### src/rtl/cam_params.svh
// offsets, field widths and reset values of the clock alarm mask and readback block
`ifndef CAM_PARAMS_SVH
`define CAM_PARAMS_SVH

`define CAM_ADDR_W 12
`define CAM_ADDR_IL_MASK 12'h070
`define CAM_ADDR_GEN_MASK 12'h071
`define CAM_ADDR_ID_LOW 12'h078
`define CAM_ADDR_ID_MID 12'h079
`define CAM_ADDR_ID_HIGH 12'h07a
`define CAM_ADDR_ALARM 12'h07b
`define CAM_ADDR_IL_LIVE 12'h07c
`define CAM_ADDR_GEN_LIVE 12'h07d
`define CAM_ADDR_STICKY 12'h07e
`define CAM_ADDR_SPARE 12'h07f

`define CAM_RST_MASK 8'h00
`define CAM_ID_VALUE 24'h5a3c01
`define CAM_NEAR_SHIFT 4
`define CAM_GEN_USED 5
`define CAM_STICKY_W 7

`endif

### src/rtl/cam_pkg.sv
// types of the clock alarm mask and readback block
package cam_pkg;

  // status conditions arriving from the loops, detectors and sync logic
  typedef struct packed {
    logic [3:0] los;           // loss of signal per reference input
    logic il_acquiring;
    logic il_locked;
    logic il_holdover;
    logic ol_acquiring;
    logic ol_locked;
    logic ol_disabled;
    logic sysref_valid;
    logic sync_pin_pulse;      // external sync pulse seen
    logic sync_spi_request;    // serial port sync request issued
    logic [15:0] il_lock_count;
    logic [15:0] il_lock_limit;
    logic [15:0] ol_lock_count;
    logic [15:0] ol_lock_limit;
  } cam_status_t;

  // register access port request
  typedef struct packed {
    logic [11:0] addr;
    logic wr;
    logic rd;
    logic [7:0] wdata;
  } cam_reg_req_t;

  // whole state of the top module
  typedef struct packed {
    logic [7:0] il_mask;
    logic [7:0] gen_mask;
    logic synced;
    logic alarm;
    logic [7:0] rdata;
  } cam_state_t;

  // whole state of the sticky module
  typedef struct packed {
    logic [6:0] bits;
  } cam_sticky_state_t;

endpackage : cam_pkg

### src/rtl/cam_alarm_top.sv
// alarm masking, alarm output and status readback registers
`timescale 1ns/100ps
`default_nettype none
`include "cam_params.svh"

module cam_alarm_top (
  input wire logic clk_sys_in,                        // register clock, 250 MHz
  input wire logic reset_in,                          // async reset, active high
  input wire cam_pkg::cam_status_t status_in,         // status conditions
  input wire cam_pkg::cam_reg_req_t reg_req_in,       // register read or write
  input wire logic sticky_clear_in,                   // clear event for sticky bits
  output logic [7:0] reg_rdata_out,                   // read data, cycle after read
  output logic alarm_out                              // alarm output, active high
);

  cam_pkg::cam_state_t st;
  cam_pkg::cam_state_t next_st;
  logic il_near;
  logic ol_near;
  logic [7:0] il_live;
  logic [7:0] gen_live;
  logic [`CAM_STICKY_W-1:0] sticky_set;
  logic [`CAM_STICKY_W-1:0] sticky;
  logic alarm_cause;
  logic [23:0] id_value;

  // near lock once the lock counter reaches a sixteenth of its limit
  function automatic logic near_lock(input logic [15:0] count, input logic [15:0] limit);
    near_lock = (count >= (limit >> `CAM_NEAR_SHIFT));
  endfunction : near_lock

  // any enabled condition raises the alarm
  function automatic logic masked_any(input logic [7:0] cond, input logic [7:0] mask);
    masked_any = |(cond & mask);
  endfunction : masked_any

  assign id_value = `CAM_ID_VALUE; // arbitrary value, not a real part code

  // near lock detection for both loops
  assign il_near = near_lock(status_in.il_lock_count, status_in.il_lock_limit);
  assign ol_near = near_lock(status_in.ol_lock_count, status_in.ol_lock_limit);

  // live input loop status: near, acquiring, locked, holdover, loss per input
  assign il_live = {il_near, status_in.il_acquiring, status_in.il_locked,
                    status_in.il_holdover, status_in.los};

  // live general status, reserved bits read as zero
  assign gen_live = {3'h0,
                     (status_in.ol_locked | status_in.ol_disabled) & ~st.synced,
                     status_in.il_locked & status_in.ol_locked,
                     status_in.sysref_valid,
                     ~st.synced,
                     ol_near};

  // events recorded by the sticky register
  assign sticky_set = {status_in.ol_acquiring, status_in.il_acquiring,
                       status_in.il_holdover, status_in.los};

  // masked alarm sources; reserved general mask bits take no part
  assign alarm_cause = masked_any(il_live, st.il_mask) |
                       masked_any(gen_live, {3'h0, st.gen_mask[4:0]});

  cam_sticky u_sticky (
    .clk_sys_in(clk_sys_in),
    .reset_in(reset_in),
    .set_in(sticky_set),
    .clear_in(sticky_clear_in),
    .sticky_out(sticky)
  );

  // next state: mask writes, sync record, alarm and read data
  always_comb begin
    next_st = st;
    if (reg_req_in.wr && reg_req_in.addr == `CAM_ADDR_IL_MASK) begin
      next_st.il_mask = reg_req_in.wdata;
    end
    if (reg_req_in.wr && reg_req_in.addr == `CAM_ADDR_GEN_MASK) begin
      next_st.gen_mask = reg_req_in.wdata;
    end
    if (status_in.sync_pin_pulse || status_in.sync_spi_request) begin
      next_st.synced = 1'b1;
    end
    next_st.alarm = alarm_cause;
    if (reg_req_in.rd) begin
      case (reg_req_in.addr)
        `CAM_ADDR_IL_MASK: begin
          next_st.rdata = st.il_mask;
        end
        `CAM_ADDR_GEN_MASK: begin
          next_st.rdata = st.gen_mask;
        end
        `CAM_ADDR_ID_LOW: begin
          next_st.rdata = id_value[7:0];
        end
        `CAM_ADDR_ID_MID: begin
          next_st.rdata = id_value[15:8];
        end
        `CAM_ADDR_ID_HIGH: begin
          next_st.rdata = id_value[23:16];
        end
        `CAM_ADDR_ALARM: begin
          next_st.rdata = {7'h00, st.alarm};
        end
        `CAM_ADDR_IL_LIVE: begin
          next_st.rdata = il_live;
        end
        `CAM_ADDR_GEN_LIVE: begin
          next_st.rdata = gen_live;
        end
        `CAM_ADDR_STICKY: begin
          next_st.rdata = {1'b0, sticky};
        end
        default: begin
          next_st.rdata = 8'h00; // spare and unmapped addresses
        end
      endcase
    end
  end

  // state register
  always_ff @(posedge clk_sys_in or posedge reset_in) begin
    if (reset_in) begin
      st.il_mask <= `CAM_RST_MASK;
      st.gen_mask <= `CAM_RST_MASK;
      st.synced <= 1'b0;
      st.alarm <= 1'b0;
      st.rdata <= 8'h00;
    end else begin
      st <= next_st;
    end
  end

  // outputs come straight from flip-flops
  assign reg_rdata_out = st.rdata;
  assign alarm_out = st.alarm;
endmodule : cam_alarm_top
`default_nettype wire

### src/rtl/cam_sticky.sv
// sticky status bits: set by events, zeroed by the clear event
`timescale 1ns/100ps
`default_nettype none
`include "cam_params.svh"

module cam_sticky (
  input wire logic clk_sys_in,                        // register clock
  input wire logic reset_in,                          // async reset, active high
  input wire logic [`CAM_STICKY_W-1:0] set_in,        // events to latch
  input wire logic clear_in,                          // clear event
  output logic [`CAM_STICKY_W-1:0] sticky_out         // latched record
);

  cam_pkg::cam_sticky_state_t st;
  cam_pkg::cam_sticky_state_t next_st;

  // set wins over a clear in the same cycle
  always_comb begin
    next_st = st;
    if (clear_in) begin
      next_st.bits = '0;
    end
    next_st.bits = next_st.bits | set_in;
  end

  // state register
  always_ff @(posedge clk_sys_in or posedge reset_in) begin
    if (reset_in) begin
      st <= '0;
    end else begin
      st <= next_st;
    end
  end

  assign sticky_out = st.bits;

endmodule : cam_sticky
`default_nettype wire

### config.mk
export PLATFORM = sky130hd
export DESIGN_NAME = cam_alarm_top
export DESIGN_NICKNAME = d
export VERILOG_FILES = /design/src/rtl/cam_pkg.sv /design/src/rtl/cam_alarm_top.sv /design/src/rtl/cam_sticky.sv
export VERILOG_INCLUDE_DIRS = /design/src /design/src/rtl
export SDC_FILE = /design/constraint.sdc
export NUM_CORES = 1
export LEC_CHECK = 0
export ABC_AREA = 1
export BUFFER_PORTS_ARGS = -buffer_cell sky130_fd_sc_hd__buf_2
export CORE_MARGIN = 4
export CORE_UTILIZATION = 45
export DETAILED_ROUTE_END_ITERATION = 6
export GPL_ROUTABILITY_DRIVEN = 1
export PLACE_DENSITY_LB_ADDON = 0.15
export SYNTH_ARGS = -nofsm -noshare
export SYNTH_HDL_FRONTEND = slang
export SYNTH_SLANG_ARGS = --single-unit
### constraint.sdc
create_clock -name clk_sys_in -period 1 [get_ports clk_sys_in]
set_input_delay 0.15 -clock clk_sys_in [delete_from_list [all_inputs] [get_ports clk_sys_in]]
set_output_delay 0.15 -clock clk_sys_in [all_outputs]
set_load 0.1 [all_outputs]
Yosys cells after proc, flatten, opt, wreduce, memory -nomap -nowiden --
Index checks and enable logic that the tools add are counted.
Storage, ports and cells: register bits 33, input bits 102, output and inout port bits 9, word-level logic and storage cells 32
Operators by class: magnitude comparators 2, eq/ne operators 9, mux-type cells 2, bitwise gates (word level) 8, reductions and logical operators 5
Operator list (number):
- equality test 12 x 7 -> 1 bit, second input constant | 9
- case mux 8 bit (9 select lines) | 1
- >= comparator 16 x 12 -> 1 bit | 2
- OR reduction 8 bit | 2
- bitwise AND 8 bit | 1
- two-way mux 7 bit | 1
- OR 7 bit | 1
- bitwise AND 5 bit | 1
- bitwise AND 1 bit | 2
- logical AND 1 bit | 2
- OR 1 bit | 2
- logical OR 1 bit | 1
- NOT 1 bit | 1

Longest topological paths before layout --
Gate-level depths: netlist of run 1.
depth in word-level cells 5, mapped depth 14, depth with buffers taken out 14

Hierarchy --
A second synthesis of run 1 with hierarchy kept.
Unflattened totals: cell total of the unflattened synthesis 399, area total of the unflattened synthesis 2651.3 um^2
By module, submodules not included:
- cam_alarm_top | instances 1, cells an instance 369, area an instance 2389.8 um^2, seq. area each 650.6 um^2
- cam_sticky | instances 1, cells an instance 30, area an instance 261.5 um^2, seq. area each 175.2 um^2

Least setup slack after synthesis of run 1 --
Ideal clock, no wire load.
path type reg-to-reg, start point register st, in the netlist alarm_out, end point register st, in the netlist reg_rdata_out[0], setup time 65 ps, arrival 1332 ps, required time 935 ps, setup slack -397 ps, cell stages (with the launch flop) 7, path buffers 0, clock period less this slack 1397 ps, cells stage by stage dfrtp_1 -> nand3_1 -> nand3_1 -> nor2_1 -> nand3_1 -> nand2_1 -> nand2_1
On the way: cells in the longest elaborated chain, start to end 1
RTL lines:
- from (decl) | RTL line cam_alarm_top.sv:16 | cam_pkg::cam_state_t st;
- from (signal assigned) | RTL line cam_alarm_top.sv:129 | st <= next_st;
- case mux 8 bit (9 select lines) | RTL line cam_alarm_top.sv:85 | case (reg_req_in.addr)
Every way passes these cells. A chain may end at the register's enable or synchronous reset.

Worst setup path in the final report of run 1 --
start point register st, in the netlist alarm_out, end point output alarm_out
RTL lines:
- to (decl) | RTL line cam_alarm_top.sv:13 | output logic alarm_out
No word-level cell between the ends.

==> results of run 1 <==
## metrics by stage
stage	instances	total power [mW]	hold slack [ns]
floorplan	407	1.75	0.243
detailed placement	611	2.14	0.210
CTS	624	3.50	0.0356
global placement	611	2.11	0.202
global route	634	3.74	0.0456
finish	634	3.57	0.0387
## worst paths after layout
check | from | to | slack (ns) | cells after the start
max in group asynchronous | reset_in | alarm_out | 0.36 | 4
min | status_in[65] | st[9] | 0.04 | 3
max reg2reg | alarm_out | reg_rdata_out[0] | -0.20 | 7
max | alarm_out | alarm_out | -0.21 | 2
min reg2reg | st[16] | st[16] | 0.50 | 2
min in group asynchronous | reset_in | st[21] | 0.45 | 4
## sequential cells by signal (all words and copies together), names as in the netlist
signal	flops
st	17
reg_rdata_out	8
u_sticky.sticky_out	7
alarm_out	1
## worst max-delay path: stages, from the launching register on
cell     delay (ns)
dfrtp_4        0.49
buf_6          0.13
buf_12         0.15
## layout make-up
class	instances	area, um^2	share of cell area [%]
multi-input cells	282	1950	43.4
repair buffers	155	1180	26.2
flip-flops and latches	33	830	18.4
inverters	81	327	7.26
well taps	75	93.8	2.09
clock buffers	6	82.6	1.84
clock inverters	2	37.5	0.834
## power by group
part / internal, mW / switching (mW)
clock: 0.810 / 0.523
sequential: 1.36 / 0.0151
combinational: 0.417 / 0.446
## synthesized netlist by cell type, drive strengths merged
cell    number
o21ai       26
nand2      120
nand4       13
dfrtp       33
nor2        54
nand3       21
o21bai       4
buf         13
a21boi       1
inv         80
a21oi        6
clkinv       1
o22ai        1
o21a         2
a22o         1
nor4         2
ha          24
a21o         1
o211ai       1
nor3         2
nand3b       1
## timing repair
item | in CTS | in global routing
setup endpoints to repair | 17 | 34
setup buffers | 4 | 8
hold buffers | 1 | 0
pin swaps | 18 | 37
gates cloned | 0 | 2
hold endpoints to repair | 33 | 0
resized for setup | 20 | 70
## kinds of logic after synthesis
family	after synthesis
adders and majority gates	24
buffers and inverters	94
DFF	33
and+or+nand+nor	213
AOI/OAI and AO/OA	43
## per-layer routing
layer | global-route usage (%) | vias up | part of all wire, %
li1 | - | 1569 | -
met1 | 26.2 | 1371 | 42
met2 | 36.0 | 112 | 50
met3 | 4.07 | 16 | 6.5
met4 | 7.08 | 0 | 2.0
met5 | 0 | - | 0
==> metrics.cfg, run 1 <==
[logic_synthesis]
synth-compound-area-share_pct = 10.4
ys_warn_count = 0
synth_seq_cells = 33
synth_fa_ha_area_share_pct = 10.7
yosys-top-cells-area = dfrtp_1, nand2_1, ha_1
syn_avg_cell_area_um2 = 6.88
syn-num-nets = 533
yosysTopAreaCellShare_pct = 29.5
synth_cell_types = 34
synth.area.mux_share_pct = 0
synth-xor-area-share_pct = 0
synth_top_family_by_area = simple AND/OR/NAND/NOR gates
yosysSeqAreaShare_pct = 29.5
synth_cells = 407
synth_top_area_cell = dfrtp_1
synthSimpleGateAreaFrac_pct = 34.9
synth_area_um2 = 2800

[floorplanning]
initial_core_util_pct = 46.7
rows = 28
die-area_um2 = 7550
core_um2 = 5990
ios = 111
chipHeight_um = 86.9
die_w_um = 86.9

[placed_design]
gp_congestion = 0.941
pre_cts_ws_ns = -0.381
port_buffers = 102
placed_area_um2 = 3890
hpwl_um = 6160

[job]
drv_cap = 0

[global_route]
first_global_vias = 2991
grt_pass1_wl_um = 12800
grt_usage_pct = 20.9
gr-total-overflow = 0
antenna_found_initial = 0
grt_max_degree = 34

[cells_and_area]
antennaDiodeCount = 0
nFillCells = 464
layout_commonest_cell = nand2_1
finalInstanceArea_um2 = 4500
fin_nets = 684
utilization_pct = 75.1
syn_to_final_growth_pct = 60.7
final_cell_mix = nand2_1, buf_2, inv_1
drive_gt1_share_pct = 48.5

[timing]
setup-tns-final_ns = -1.09
hold_viol_final = 0
skew_ns = 0.00587
rsz0062_at_grt = true
tightest_slew_ns = 0.360
period_share_pct = 121
slew_headroom_pct = 76.0
max_freq_mhz = 827
slew_violations = 0
min_period_ns = 1.21
setup_ws_ns = -0.209
setup_viol = 20

[clocking]
h-tree-depth = 2
cts_max_path_buffers = 2
clkLatencyLatePin_ns = 0.29
clock_sinks = 33
clk_pin_slew_worst_paths_ns = 0.07
cts_tree = yes
numCtsBuffers = 5
cts_root_buffer = clkbuf_8

[routing]
wl_per_cell_um = 13.1
num_vias = 3068
dr.pass1.iters = 4
wirelength_um = 8290
ant_nets = 0
first_iter_violations = 235
drc = 0
vias_per_cell = 4.84

[pwr]
powerDensity_nw_per_um2 = 793
ir_drop_v = 0.000932
leakagePower_nw = 2.41

[setup_path]
critPathMaxFanout = 2
worst_setup_path_start_kind = register
crit_type = register to output port
cp.required_ns = 0.85
cp.arrival_ns = 1.06
cp-end-kind = output port

[status]
violations = negative setup slack
outcome = finished with violations

[worst_hold_path]
hp-class = input port to register

Power figures use the tool's default switching activity.
==> run 2, diff against run 1 <==
- CORE_UTILIZATION: 45 -> 25
- clock period: 1 -> 1.45 ns (I/O delays scaled with it)
==> run 2 against run 1 <==
Effect of this change: the run now ends clean; largest power group unchanged; clock skew up 0.0034 ns; power down 37%; cell count is 3.6% higher; critical path type unchanged; non-clock buffer count is 40 lower.
==> metrics.cfg, run 2 (synthesized netlist as in run 1, its figures left out) <==
[status]
outcome = complete, no violations

[clocking]
clock_sinks = 33
clkLatencyLatePin_ns = 0.29
ctsHoldBuffers = 0
numCtsBuffers = 5
h-tree-depth = 2
cts_tree = yes
cts_max_path_buffers = 2
cts_root_buffer = clkbuf_8
cts_resized = 0
post-cts-setup-buffers = 0
clk_pin_slew_worst_paths_ns = 0.08

[floorplanning]
die_w_um = 114
ios = 111
initial_core_util_pct = 25.7
rows = 38
chipHeight_um = 114
core_um2 = 10900
die-area_um2 = 13000

[timing]
setup_ws_ns = 0.142
setup_viol = 0
max_freq_mhz = 765
holdWs_ns = 0.00121
setup-tns-final_ns = 0
skew_ns = 0.00926
rsz0062_at_grt = false
min_period_ns = 1.31
hold_viol_final = 0
tightest_slew_ns = 0.503
period_share_pct = 90.2
slew_violations = 0
slew_headroom_pct = 66.7

[global_route]
grt_usage_pct = 11.7
antenna_found_initial = 0
gr-total-overflow = 0
first_global_vias = 2737
grt_pass1_wl_um = 12400
grt_max_degree = 34

[routing]
wl_per_cell_um = 11.5
drc = 0
wirelength_um = 7560
ant_nets = 0
num_vias = 2745
dr.pass1.iters = 4
vias_per_cell = 4.18
first_iter_violations = 112

[setup_path]
crit_type = register to output port
cpMaxStageDelayCell = buf_2
cp-end-kind = output port
max_stage_delay_ns = 0.44
r2r_slack_ns = 0.24
worst_setup_path_start_kind = register
cp.required_ns = 1.23
crit_buf_inv = 1
crit_chain = buf_2
critPathMaxFanout = 2
cp.arrival_ns = 1.09
crit_family = buffers and inverters

[cells_and_area]
regMostFlops = st
antennaDiodeCount = 0
final_cell_mix = nand2_1, buf_2, inv_1
syn_to_final_growth_pct = 29.0
largest_reg_flops = 17
layout_commonest_cell = nand2_1
fin_nets = 642
nFillCells = 1208
drive_gt1_share_pct = 31.1

[pwr]
clockPowerShare_pct = 39.2
internal-power_mw = 1.64
comb_power_share_pct = 18.8
p_seq_share_pct = 42.0
design_power_total_mw = 2.25
powerDensity_nw_per_um2 = 624
switching_share_pct = 27.3
p_switching_mw = 0.616
leakagePower_nw = 2.13
ir_drop_v = 0.000438

[placed_design]
gp_congestion = 0.777
pre_cts_ws_ns = -0.0981
hpwl_um = 6490
port_buffers = 102

[job]
drv_cap = 0

[worst_hold_path]
hp-class = input port to async pin

==> run 2: cell types whose count changed in the layout (fill, tap and decap cells not counted), moves of 12 or more <==
cell     before  now
buf_2        82  102
buf_4        43   12
buf_6        16    0
inv_1        58   74
inv_2        17    5
nand2_1      94  114
nand2_2      18    4
==> run 2: power groups by stage <==
stage	registers, mW	clock network, mW	logic, mW
final	0.946	0.884	0.425
after global routing	0.947	0.951	0.496
after CTS	0.945	0.912	0.437
after detailed placement	0.963	0	0.436
after global placement	0.963	0	0.423
after floorplan	0.966	0	0.221
==> run 2: final cells by class <==
type | instances | area [um^2] | share of cell area, %
Multi-Input combinational cell | 280 | 1570 | 43.4
Sequential cell | 33 | 826 | 22.9
Timing Repair Buffer | 115 | 621 | 17.2
Inverter | 81 | 307 | 8.49
Tap cell | 140 | 175 | 4.85
Clock buffer | 5 | 68.8 | 1.91
Clock inverter | 3 | 46.3 | 1.28
==> run 2: final timing paths <==
path	from	end	cells after the start
min in group clk_sys_in	status_in[65]	st[9]	3
setup reg to reg	st[12]	alarm_out	3
setup / recovery	alarm_out	alarm_out	1
max in group asynchronous	reset_in	u_sticky.sticky_out[5]	3
hold / removal	reset_in	st[20]	3
hold reg to reg	reg_rdata_out[5]	reg_rdata_out[5]	2
==> run 2: metrics by stage <==
| stage | instances | cell area, um^2 | utilization (%) |
|---|---|---|---|
| 6_report | 657 | 3610 | 33.2 |
| 5_1_grt | 657 | 3610 | 33.2 |
| 4_1_cts | 657 | 3610 | 33.2 |
| 3_5_place_dp | 649 | 3500 | 32.1 |
| 3_3_place_gp | 649 | 3500 | 32.1 |
| 2_1_floorplan | 407 | 2800 | - |
==> run 2: metal layers <==
| metal | vias up | share of wire [%] | global-route usage, % |
|---|---|---|---|
| met2 | 47 | 49 | 20.2 |
| met5 | - | 0 | 0 |
| li1 | 1478 | - | - |
| met4 | 0 | 1.4 | 3.25 |
| met1 | 1211 | 46 | 15.2 |
| met3 | 9 | 3.9 | 2.07 |
